$ cat config.mk
export PLATFORM = sky130hd
export DESIGN_NAME = adc_conversion_sequencer
export DESIGN_NICKNAME = d
export VERILOG_FILES = /design/src/adc_conversion_sequencer.v /design/src/sar_core.v
export VERILOG_INCLUDE_DIRS = /design/src
export SDC_FILE = /design/constraint.sdc
export NUM_CORES = 1
export LEC_CHECK = 0
export BUFFER_PORTS_ARGS = -buffer_cell sky130_fd_sc_hd__buf_2
export CAP_MARGIN = 20
export CORE_ASPECT_RATIO = 1.5
export CORE_MARGIN = 1.5
export CORE_UTILIZATION = 50
export CTS_BUF_LIST = sky130_fd_sc_hd__clkbuf_16
export DETAILED_ROUTE_END_ITERATION = 10
export PLACE_DENSITY = 0.71
export SLEW_MARGIN = 20
export SYNTH_ARGS = -nofsm -noshare
export SYNTH_HDL_FRONTEND = slang
export SYNTH_HIERARCHICAL = 1
export SYNTH_SLANG_ARGS = --single-unit
$ cat constraint.sdc
create_clock -name aclk -period 4.1 [get_ports aclk]
set_input_delay 0.82 -clock aclk [delete_from_list [all_inputs] [get_ports aclk]]
set_output_delay 0.82 -clock aclk [all_outputs]
set_load 0.02 [all_outputs]
$ cat src/adc_seq_consts.vh
/*
 constants for the converter sequencer: register offsets, bit positions,
 reset values, clock selections and timing counts.
 assumes: included by the sequencer design files and by the sequencer testbench.
*/
`ifndef ADC_SEQ_CONSTS_VH
`define ADC_SEQ_CONSTS_VH

`define OFS_CONTROL_0    4'h0
`define OFS_CONTROL_1    4'h4
`define OFS_RESULT_HIGH  4'h8
`define OFS_RESULT_LOW   4'hc
`define OFS_IRQ_CTRL     4'h0
`define OFS_IRQ_REG      8'h10
`define OFS_TIMER_REG    8'h14

`define BIT_CONVERTER_ON 0
`define BIT_GO_DONE      1
`define BIT_CHS_LO       2
`define BIT_CHS_HI       6
`define BIT_RIGHT_JUST   7
`define BIT_CLK_LO       4
`define BIT_CLK_HI       6
`define BIT_DONE_FLAG    0
`define BIT_IRQ_EN       1
`define BIT_PERIPH_EN    2
`define BIT_GLOBAL_EN    3
`define BIT_SLEEPING     4

`define CLKSEL_RC        3'h3
`define CLKSEL_RC_ALT    3'h7
`define CONTROL_0_MASK   8'h7f
`define CONTROL_1_MASK   8'hf3
`define IRQ_WR_MASK      8'h0f
`define RESET_BYTE       8'h00
`define RESET_WORD       32'h0000_0000
`define RESET_TIMER      16'h0000

`define RESP_OKAY        2'h0
`define RESP_SLVERR      2'h2

`define RC_DELAY_CYCLES  4'h4
`define TAD_CYCLES_DEF   4

`endif

$ cat src/adc_conversion_sequencer.v
/*
 converter sequencer: control, result and interrupt-control registers over
 axi4-lite, conversion start/stop/abort, sleep handling and special trigger.
 assumes: comparator and sleep status arrive as asynchronous pins; trigger
 pulse comes from logic on aclk.
*/
// The register addresses and the AXI4-Lite interface to the registers were decided locally.
// How it works
// - converter runs only while converter_on is one
// - writing one to go/done starts a conversion only if converter_on is already one
// - completion clears go/done, sets done flag, loads both result bytes
// - software clearing go/done aborts and stores the partial code
// - unresolved bits copy the last resolved bit
// - reset clears registers, converter off, conversion dropped
// - conversion continues in sleep only with the rc clock selected
// - rc clock delays conversion start by one instruction cycle
// - completion in sleep with irq enabled raises wake
// - completion in sleep with irq disabled powers off, converter_on stays
// - sleep with other clock during a conversion aborts and powers off, converter_on stays
// - special trigger with converter_on one and go/done zero sets go/done and clears the sixteen-bit timer
// - done flag sets whatever the enables are
// - irq reaches cpu only with all three enables set
`timescale 1ns/1ps
`default_nettype none
`include "adc_seq_consts.vh"

module adc_conversion_sequencer #(
  parameter WIDTH = 10,
  parameter TAD   = `TAD_CYCLES_DEF
) (
  input  wire        aclk,
  input  wire        aresetn,
  input  wire        ce,
  input  wire [7:0]  s_axi_awaddr,
  input  wire        s_axi_awvalid,
  output reg         s_axi_awready,
  input  wire [31:0] s_axi_wdata,
  input  wire [3:0]  s_axi_wstrb,
  input  wire        s_axi_wvalid,
  output reg         s_axi_wready,
  output reg  [1:0]  s_axi_bresp,
  output reg         s_axi_bvalid,
  input  wire        s_axi_bready,
  input  wire [7:0]  s_axi_araddr,
  input  wire        s_axi_arvalid,
  output reg         s_axi_arready,
  output reg  [31:0] s_axi_rdata,
  output reg  [1:0]  s_axi_rresp,
  output reg         s_axi_rvalid,
  input  wire        s_axi_rready,
  input  wire        comp_in,
  input  wire        sleep_in,
  input  wire        special_trigger,
  output reg         powered,
  output reg  [4:0]  channel_select,
  output reg  [9:0]  dac_trial,
  output reg         irq,
  output reg         wake
);

  reg  [7:0]  control_0_reg;
  reg  [7:0]  control_1_reg;
  reg  [7:0]  result_high_byte_reg;
  reg  [7:0]  result_low_byte_reg;
  reg         done_flag_reg;
  reg         irq_en_reg;
  reg         periph_en_reg;
  reg         global_en_reg;
  reg  [15:0] timer_reg;
  reg         off_reg;
  reg  [3:0]  delay_reg;
  reg         pend_reg;
  reg  [2:0]  comp_sync_reg;
  reg         comp_reg;
  reg  [2:0]  sleep_sync_reg;
  reg         sleep_reg;
  reg  [7:0]  awaddr_reg;
  reg  [31:0] wdata_reg;
  reg  [3:0]  wstrb_reg;
  reg         aw_have_reg;
  reg         w_have_reg;

  wire [WIDTH-1:0] trial;
  wire [WIDTH-1:0] code;
  wire             busy;
  wire             done;

  wire converter_on = control_0_reg[`BIT_CONVERTER_ON];
  wire go_done      = control_0_reg[`BIT_GO_DONE];
  wire [2:0] clksel = control_1_reg[`BIT_CLK_HI:`BIT_CLK_LO];
  wire rc_clock     = (clksel == `CLKSEL_RC) || (clksel == `CLKSEL_RC_ALT);
  wire active       = converter_on && !off_reg;

  function [31:0] reg_word;
    input [7:0] b;
    begin
      reg_word = {24'h000000, b};
    end
  endfunction

  ////////////////////////////////////////////////////////////////////////////
  // comparator and sleep status are asynchronous; a change counts once the
  // second and third stages agree
  always @(posedge aclk)
  begin
    if (!aresetn)
    begin
      comp_sync_reg  <= 3'h0;
      comp_reg       <= 1'b0;
      sleep_sync_reg <= 3'h0;
      sleep_reg      <= 1'b0;
    end
    else if (ce)
    begin
      comp_sync_reg  <= {comp_sync_reg[1:0], comp_in};
      sleep_sync_reg <= {sleep_sync_reg[1:0], sleep_in};
      if (comp_sync_reg[1] == comp_sync_reg[2])
        comp_reg <= comp_sync_reg[2];
      if (sleep_sync_reg[1] == sleep_sync_reg[2])
        sleep_reg <= sleep_sync_reg[2];
    end
  end

  ////////////////////////////////////////////////////////////////////////////
  wire aw_now = s_axi_awvalid && s_axi_awready;
  wire w_now  = s_axi_wvalid && s_axi_wready;
  wire aw_ok  = aw_have_reg || aw_now;
  wire w_ok   = w_have_reg || w_now;
  wire [7:0]  wa = aw_have_reg ? awaddr_reg : s_axi_awaddr;
  wire [31:0] wd = w_have_reg ? wdata_reg : s_axi_wdata;
  wire [3:0]  ws = w_have_reg ? wstrb_reg : s_axi_wstrb;
  wire do_wr  = aw_ok && w_ok && !s_axi_bvalid;
  wire wr_ok  = (wa[7:4] == `OFS_IRQ_CTRL) || (wa == `OFS_IRQ_REG) || (wa == `OFS_TIMER_REG);
  wire wr_c0  = do_wr && ws[0] && (wa == {4'h0, `OFS_CONTROL_0});
  wire wr_c1  = do_wr && ws[0] && (wa == {4'h0, `OFS_CONTROL_1});
  wire wr_rh  = do_wr && ws[0] && (wa == {4'h0, `OFS_RESULT_HIGH});
  wire wr_rl  = do_wr && ws[0] && (wa == {4'h0, `OFS_RESULT_LOW});
  wire wr_irq = do_wr && ws[0] && (wa == `OFS_IRQ_REG);
  wire wr_tmr = do_wr && (wa == `OFS_TIMER_REG);

  // software clearing go/done while a conversion runs
  wire sw_abort  = wr_c0 && !wd[`BIT_GO_DONE] && go_done;
  wire sw_go     = wr_c0 && wd[`BIT_GO_DONE] && !go_done && converter_on;
  wire hw_go     = special_trigger && converter_on && !go_done;
  wire sleep_kill = sleep_reg && !rc_clock && (busy || pend_reg);
  wire start_req = sw_go || hw_go;

  ////////////////////////////////////////////////////////////////////////////
  always @(posedge aclk)
  begin
    if (!aresetn)
    begin
      control_0_reg        <= `RESET_BYTE;
      control_1_reg        <= `RESET_BYTE;
      result_high_byte_reg <= `RESET_BYTE;
      result_low_byte_reg  <= `RESET_BYTE;
      done_flag_reg        <= 1'b0;
      irq_en_reg           <= 1'b0;
      periph_en_reg        <= 1'b0;
      global_en_reg        <= 1'b0;
      timer_reg            <= `RESET_TIMER;
      off_reg              <= 1'b0;
      delay_reg            <= 4'h0;
      pend_reg             <= 1'b0;
    end
    else if (ce)
    begin
      timer_reg <= timer_reg + 16'h0001;
      if (wr_tmr)
        timer_reg <= wd[15:0];
      if (hw_go)
        timer_reg <= `RESET_TIMER;
      if (wr_c0)
      begin
        control_0_reg <= (wd[7:0] & `CONTROL_0_MASK & ~(8'h01 << `BIT_GO_DONE))
                         | ({7'h00, go_done && wd[`BIT_GO_DONE]} << `BIT_GO_DONE);
        if (wd[`BIT_CONVERTER_ON] && !converter_on)
          off_reg <= 1'b0;
      end
      if (wr_c1)
        control_1_reg <= wd[7:0] & `CONTROL_1_MASK;
      if (wr_rh)
        result_high_byte_reg <= wd[7:0];
      if (wr_rl)
        result_low_byte_reg <= wd[7:0];
      if (wr_irq)
      begin
        irq_en_reg    <= wd[`BIT_IRQ_EN];
        periph_en_reg <= wd[`BIT_PERIPH_EN];
        global_en_reg <= wd[`BIT_GLOBAL_EN];
        if (!wd[`BIT_DONE_FLAG])
          done_flag_reg <= 1'b0;
      end
      if (start_req)
      begin
        control_0_reg[`BIT_GO_DONE] <= 1'b1;
        pend_reg  <= 1'b1;
        off_reg   <= 1'b0;
        delay_reg <= rc_clock ? `RC_DELAY_CYCLES : 4'h0;
      end
      else if (pend_reg && !sleep_kill)
      begin
        if (delay_reg != 4'h0)
          delay_reg <= delay_reg - 4'h1;
        else
          pend_reg <= 1'b0;
      end
      if (sleep_kill)
      begin
        pend_reg                    <= 1'b0;
        off_reg                     <= 1'b1;
        control_0_reg[`BIT_GO_DONE] <= 1'b0;
      end
      if (done && !sleep_kill && active)
      begin
        control_0_reg[`BIT_GO_DONE] <= 1'b0;
        done_flag_reg               <= 1'b1;
        if (control_1_reg[`BIT_RIGHT_JUST])
        begin
          result_high_byte_reg <= {6'h00, code[9:8]};
          result_low_byte_reg  <= code[7:0];
        end
        else
        begin
          result_high_byte_reg <= code[9:2];
          result_low_byte_reg  <= {code[1:0], 6'h00};
        end
        if (sleep_reg && !irq_en_reg)
          off_reg <= 1'b1;
      end
    end
  end

  sar_core #(
    .WIDTH (WIDTH),
    .TAD   (TAD)
  ) core (
    .aclk      (aclk),
    .aresetn   (aresetn),
    .ce        (ce),
    .start     (pend_reg && delay_reg == 4'h0 && active && !sleep_kill && go_done),
    .abort     (sw_abort || sleep_kill || !active),
    .comp_in   (comp_reg),
    .trial_reg (trial),
    .code_reg  (code),
    .busy_reg  (busy),
    .done_reg  (done)
  );

  ////////////////////////////////////////////////////////////////////////////
  always @(posedge aclk)
  begin
    if (!aresetn)
    begin
      powered        <= 1'b0;
      channel_select <= 5'h00;
      dac_trial      <= 10'h000;
      irq            <= 1'b0;
      wake           <= 1'b0;
    end
    else if (ce)
    begin
      powered        <= active;
      channel_select <= control_0_reg[`BIT_CHS_HI:`BIT_CHS_LO];
      dac_trial      <= trial;
      irq            <= done_flag_reg && irq_en_reg && periph_en_reg && global_en_reg;
      wake           <= done && sleep_reg && irq_en_reg && active;
    end
  end

  ////////////////////////////////////////////////////////////////////////////
  // axi4-lite slave: address and data may arrive in either order
  always @(posedge aclk)
  begin
    if (!aresetn)
    begin
      s_axi_awready <= 1'b0;
      s_axi_wready  <= 1'b0;
      s_axi_bvalid  <= 1'b0;
      s_axi_bresp   <= `RESP_OKAY;
      s_axi_arready <= 1'b0;
      s_axi_rvalid  <= 1'b0;
      s_axi_rresp   <= `RESP_OKAY;
      s_axi_rdata   <= `RESET_WORD;
      awaddr_reg    <= 8'h00;
      wdata_reg     <= `RESET_WORD;
      wstrb_reg     <= 4'h0;
      aw_have_reg   <= 1'b0;
      w_have_reg    <= 1'b0;
    end
    else if (ce)
    begin
      s_axi_awready <= !aw_ok && !s_axi_awready;
      s_axi_wready  <= !w_ok && !s_axi_wready;
      if (aw_now)
      begin
        awaddr_reg  <= s_axi_awaddr;
        aw_have_reg <= 1'b1;
      end
      if (w_now)
      begin
        wdata_reg  <= s_axi_wdata;
        wstrb_reg  <= s_axi_wstrb;
        w_have_reg <= 1'b1;
      end
      if (do_wr)
      begin
        aw_have_reg   <= 1'b0;
        w_have_reg    <= 1'b0;
        s_axi_awready <= 1'b0;
        s_axi_wready  <= 1'b0;
        s_axi_bvalid  <= 1'b1;
        s_axi_bresp   <= wr_ok ? `RESP_OKAY : `RESP_SLVERR;
      end
      else if (s_axi_bvalid && s_axi_bready)
        s_axi_bvalid <= 1'b0;
      s_axi_arready <= !s_axi_arready && s_axi_arvalid && !s_axi_rvalid;
      if (s_axi_arvalid && s_axi_arready)
      begin
        s_axi_rvalid <= 1'b1;
        s_axi_rresp  <= `RESP_OKAY;
        case (s_axi_araddr)
          {4'h0, `OFS_CONTROL_0}:   s_axi_rdata <= reg_word(control_0_reg);
          {4'h0, `OFS_CONTROL_1}:   s_axi_rdata <= reg_word(control_1_reg);
          {4'h0, `OFS_RESULT_HIGH}: s_axi_rdata <= reg_word(result_high_byte_reg);
          {4'h0, `OFS_RESULT_LOW}:  s_axi_rdata <= reg_word(result_low_byte_reg);
          `OFS_IRQ_REG:             s_axi_rdata <= reg_word({3'h0, sleep_reg, global_en_reg,
                                                   periph_en_reg, irq_en_reg, done_flag_reg});
          `OFS_TIMER_REG:           s_axi_rdata <= {16'h0000, timer_reg};
          default:
          begin
            s_axi_rdata <= `RESET_WORD;
            s_axi_rresp <= `RESP_SLVERR;
          end
        endcase
      end
      else if (s_axi_rvalid && s_axi_rready)
        s_axi_rvalid <= 1'b0;
    end
  end

endmodule
`default_nettype wire

$ cat src/sar_core.v
/*
 successive-approximation core: resolves one bit per step from msb down.
 assumes: a comparator input from the analog side, sampled on aclk; abort gives
 the partial code with unresolved bits copied from the last resolved one.
*/
`timescale 1ns/1ps
`default_nettype none
`include "adc_seq_consts.vh"

module sar_core #(
  parameter WIDTH = 10,
  parameter TAD   = `TAD_CYCLES_DEF
) (
  input  wire             aclk,
  input  wire             aresetn,
  input  wire             ce,
  input  wire             start,
  input  wire             abort,
  input  wire             comp_in,
  output reg  [WIDTH-1:0] trial_reg,
  output reg  [WIDTH-1:0] code_reg,
  output reg              busy_reg,
  output reg              done_reg
);

  reg [WIDTH-1:0] code_next;
  reg [WIDTH-1:0] bit_reg;
  reg [7:0]       tad_reg;
  integer         i;

  // fill every unresolved position with the last resolved bit
  always @*
  begin
    code_next = trial_reg;
    for (i = WIDTH - 2; i >= 0; i = i - 1)
      if (bit_reg[i] || (bit_reg > {{(WIDTH-1){1'b0}}, 1'b1} << i))
        code_next[i] = (i == WIDTH - 1) ? trial_reg[i] : code_next[i+1];
    if (bit_reg[WIDTH-1])
      code_next = {WIDTH{1'b0}};
  end

  ////////////////////////////////////////////////////////////////////////////
  always @(posedge aclk)
  begin
    if (!aresetn)
    begin
      trial_reg <= {WIDTH{1'b0}};
      code_reg  <= {WIDTH{1'b0}};
      bit_reg   <= {WIDTH{1'b0}};
      tad_reg   <= 8'h00;
      busy_reg  <= 1'b0;
      done_reg  <= 1'b0;
    end
    else if (ce)
    begin
      done_reg <= 1'b0;
      if (start && !busy_reg)
      begin
        busy_reg  <= 1'b1;
        bit_reg   <= {1'b1, {(WIDTH-1){1'b0}}};
        trial_reg <= {WIDTH{1'b0}};
        tad_reg   <= 8'h00;
      end
      else if (busy_reg && abort)
      begin
        busy_reg <= 1'b0;
        code_reg <= code_next;
        done_reg <= 1'b1;
      end
      else if (busy_reg)
      begin
        if (tad_reg == TAD[7:0] - 8'h01)
        begin
          tad_reg   <= 8'h00;
          trial_reg <= trial_reg | (comp_in ? bit_reg : {WIDTH{1'b0}});
          bit_reg   <= bit_reg >> 1;
          if (bit_reg[0])
          begin
            busy_reg <= 1'b0;
            code_reg <= trial_reg | (comp_in ? bit_reg : {WIDTH{1'b0}});
            done_reg <= 1'b1;
          end
        end
        else
          tad_reg <= tad_reg + 8'h01;
      end
    end
  end

endmodule
`default_nettype wire
==> Implementation_results.wiki <==
{| class="wikitable"
! Metric !! Value
|-
| Number of clock sinks seen by CTS || 171
|-
| Final-report hold violation count || 0
|-
| Die width || 108.2 µm
|-
| Total grt overflow || 0
|-
| Top FF cell, synth || dfxtp_1
|-
| Clock latency of the later-clocked register in the worst-skew pair || 0.43 ns
|-
| Worst path slowest cell || or4_4
|-
| Worst EP arrival || 3.57 ns
|-
| Total standard cell area after synthesis || 8293 µm²
|-
| Proportion of synthesized chip area in sequential cells || 41.28%
|-
| Syn-to-layout area delta || 12.45%
|-
| Outcome || finished, final reports clean
|-
| Post-synthesis instance total || 962
|-
| Setup TNS || 0 ns
|-
| Die height || 160.7 µm
|-
| Rel. slew slack || 40.53%
|-
| Reported leakage power || 3.562 nW
|-
| Pin count of the biggest net entering global routing || 65
|-
| Starting density of the core || 51.22%
|-
| Dpl cells || 1209
|-
| Routed vias || 7255
|-
| Drt initial violations || 448
|-
| Type of element capturing the critical path || register
|-
| Detailed-placement wirelength estimate || 15.53 mm
|-
| Final Routed Wirelength || 21.55 mm
|-
| Core outline area || 16190 µm²
|-
| Die area || 17380 µm²
|-
| Cell Rows || 57
|-
| Reg2Reg Setup Slack || 1.04 ns
|-
| Clock tree from TritonCTS || built
|-
| Maximum ir drop on the vdd rail || 0.2434 mV
|-
| Number of synthesized register bits || 171
|-
| RSZ-0062 raised after global routing || no
|-
| Syn_area_per_cell || 8.621 µm²
|-
| Clock tree skew after final layout || 0.008826 ns
|-
| Clock Tree Buf Depth || 2
|-
| Buffer type at the clock tree root || clkbuf_16
|-
| Crit path time final || 3.212 ns
|-
| Global-route wire length before repair || 34.65 mm
|-
| Hold Slack || 0.4524 ns
|-
| Final-stage net count || 1089
|-
| Count of pins over their slew limit || 0
|-
| Maximum cell stage delay along the critical path || 0.55 ns
|-
| Yosys warning count || 6
|-
| CTS HTree Levels || 4
|-
| Worst path cell trace || buf_2 -> or4_4 -> a221o_1 -> nor3_1 -> nand3_1 -> nand3_1 -> nand2_1 -> nor2_1 -> o211ai_1 -> or2_1 -> a31oi_1
|-
| Number of buffers added by the clock tree synthesis step || 17
|-
| Type of the worst setup path || input port to register
|-
| Total inserted antenna cells || 0
|-
| Final Wtd Congestion || 0.8744
|-
| Clock-pin slew of the registers on the worst-case setup and hold paths || 0.06 ns
|-
| Post-CTS repair timing setup buffer count || 0
|-
| Share of post-route cells with drive strength above 1 || 17.20%
|-
| Vias in the first global route || 6996
|-
| Maximum operating frequency || 311.3 MHz
|-
| Antenna Nets Post-Route || 0
|-
| Max Fanout on Critical Path || 5
|-
| Most common cell type on the critical path || nand3_1
|-
| Setup crit start kind || input port
|-
| HP Class || register to register
|-
| Power Dens Cells || 360.0 nW/µm²
|-
| Total global-route track usage || 25.19%
|-
| Port-buffer cells || 84
|-
| Final period utilization || 78.34%
|-
| Max capacitance violation total || 0
|-
| Cell variety after synth || 81
|-
| Initial DRT Pass Iterations || 5
|-
| Total of hold buffers inserted after clock tree synthesis || 0
|-
| Data required, critical path || 4.46 ns
|-
| Residual DRC count || 0
|-
| Worst-Margin Slew || 0.8920 ns
|-
| Share of flip-flops with an asynchronous set or reset || 0%
|-
| Cts repair resizes || 0
|-
| Non-filler cells in the finished layout || 1241
|-
| Vias per Instance || 5.846
|-
| Setup violators final || 0
|-
| Top Ports || 122
|-
| Number of antenna violations at the first check in global routing || 0
|-
| Average wire length per cell after detail routing || 17.36 µm
|-
| Number of flops mapped to enable cells by yosys || 0
|}
==> synth_stat cells (5+ instances only) <==
master / count / area [µm²]
a22o_1: 18 / 157.7
o21ai_0: 23 / 115.1
a211oi_1: 16 / 120.1
nand2b_1: 13 / 81.33
nor2b_1: 13 / 81.33
nand3_1: 35 / 175.2
and2_1: 9 / 56.30
a221oi_1: 5 / 43.79
nand4_1: 12 / 75.07
nand2_1: 101 / 379.1
inv_1: 20 / 75.07
and3_1: 9 / 56.30
xor2_1: 5 / 43.79
mux2i_1: 64 / 640.6
or4_1: 5 / 37.54
dfxtp_1: 171 / 3423
nor3_1: 16 / 80.08
a311oi_1: 5 / 43.79
clkbuf_1: 41 / 153.9
a31oi_1: 8 / 50.05
nor2_1: 98 / 367.9
o22ai_1: 14 / 87.58
a21oi_1: 83 / 415.4
o21a_1: 5 / 37.54
buf_2: 12 / 60.06
a22oi_1: 19 / 142.6
buf_1: 8 / 30.03
o211ai_1: 6 / 45.04
mux2_2: 21 / 236.5
buf_4: 19 / 142.6
==> through the flow <==
step | worst slack (ns) | power [mW] | utilization, % | instance area, µm²
2_1_floorplan | 0.8278 | 1.876 | - | 8357
3_3_place_gp | 0.5079 | 1.938 | 54.32 | 8795
3_5_place_dp | 0.4569 | 1.941 | 54.32 | 8795
4_1_cts | 0.9016 | 3.378 | 57.60 | 9325
5_1_grt | 0.6231 | 3.467 | 57.60 | 9325
6_report | 0.8880 | 3.357 | 57.60 | 9325
==> routing by layer <==
| metal | vias up | track usage (%) | wire length, µm |
|---|---|---|---|
| li1 | 3580 | - | - |
| met1 | 3411 | 27.83 | 8437 |
| met2 | 205 | 44.45 | 11160 |
| met3 | 59 | 3.734 | 886 |
| met4 | 0 | 15.61 | 1064 |
| met5 | - | 0 | 0 |
==> cells by family after synthesis <==
family,share of synthesized area (%)
other,0.04522
buffers and inverters,5.748
xor gates and xnor gates,0.7393
AOI/OAI and AO/OA,20.23
DFF,41.28
adders and majority gates,0.6035
muxes,11.12
and+or+nand+nor,20.23
==> report_power, final <==
group	switching, mW	total [mW]	internal [mW]
sequential	0.0129	1.69	1.67
clock	0.683	1.45	0.770
combinational	0.146	0.217	0.0712
==> layout make-up <==
class | instances | area, µm²
Fill cell | 1510 | 6864
Multi-Input combinational cell | 706 | 4457
Sequential cell | 171 | 3423
Timing Repair Buffer | 105 | 578.1
Clock buffer | 17 | 425.4
Tap cell | 206 | 257.7
Clock inverter | 15 | 105.1
Inverter | 21 | 78.83
==> worst paths after layout <==
path,start,end,cells after the start
hold / removal,wdata_reg[3],wdata_reg[3],2
setup / recovery,s_axi_awaddr[5],core/code_reg[1],11
hold reg to reg,wdata_reg[3],wdata_reg[3],2
setup reg to reg,aw_have_reg,core/code_reg[1],11
==> critical path, delay by kind of cell <==
kind | cells | cell delay, ns
buffers and inverters | 1 | 0.10
and+or+nand+nor | 7 | 1.88
AOI/OAI and AO/OA | 3 | 0.75
==> placed cells by master (no fill, tap or decap), types with 6 or more instances in the layout <==
cell,n
dfxtp_1,171
nand2_1,101
nor2_1,98
buf_2,84
a21oi_1,83
mux2i_1,64
nand3_1,35
o21ai_0,23
mux2_2,21
buf_4,21
inv_1,19
a22oi_1,19
a22o_1,18
conb_1,18
clkbuf_16,17
nor3_1,16
a211oi_1,16
o22ai_1,14
nor2b_1,13
nand2b_1,13
nand4_1,12
and3_1,9
and2_1,9
a31oi_1,8
o211ai_1,6
Power figures use the tool's default switching activity.
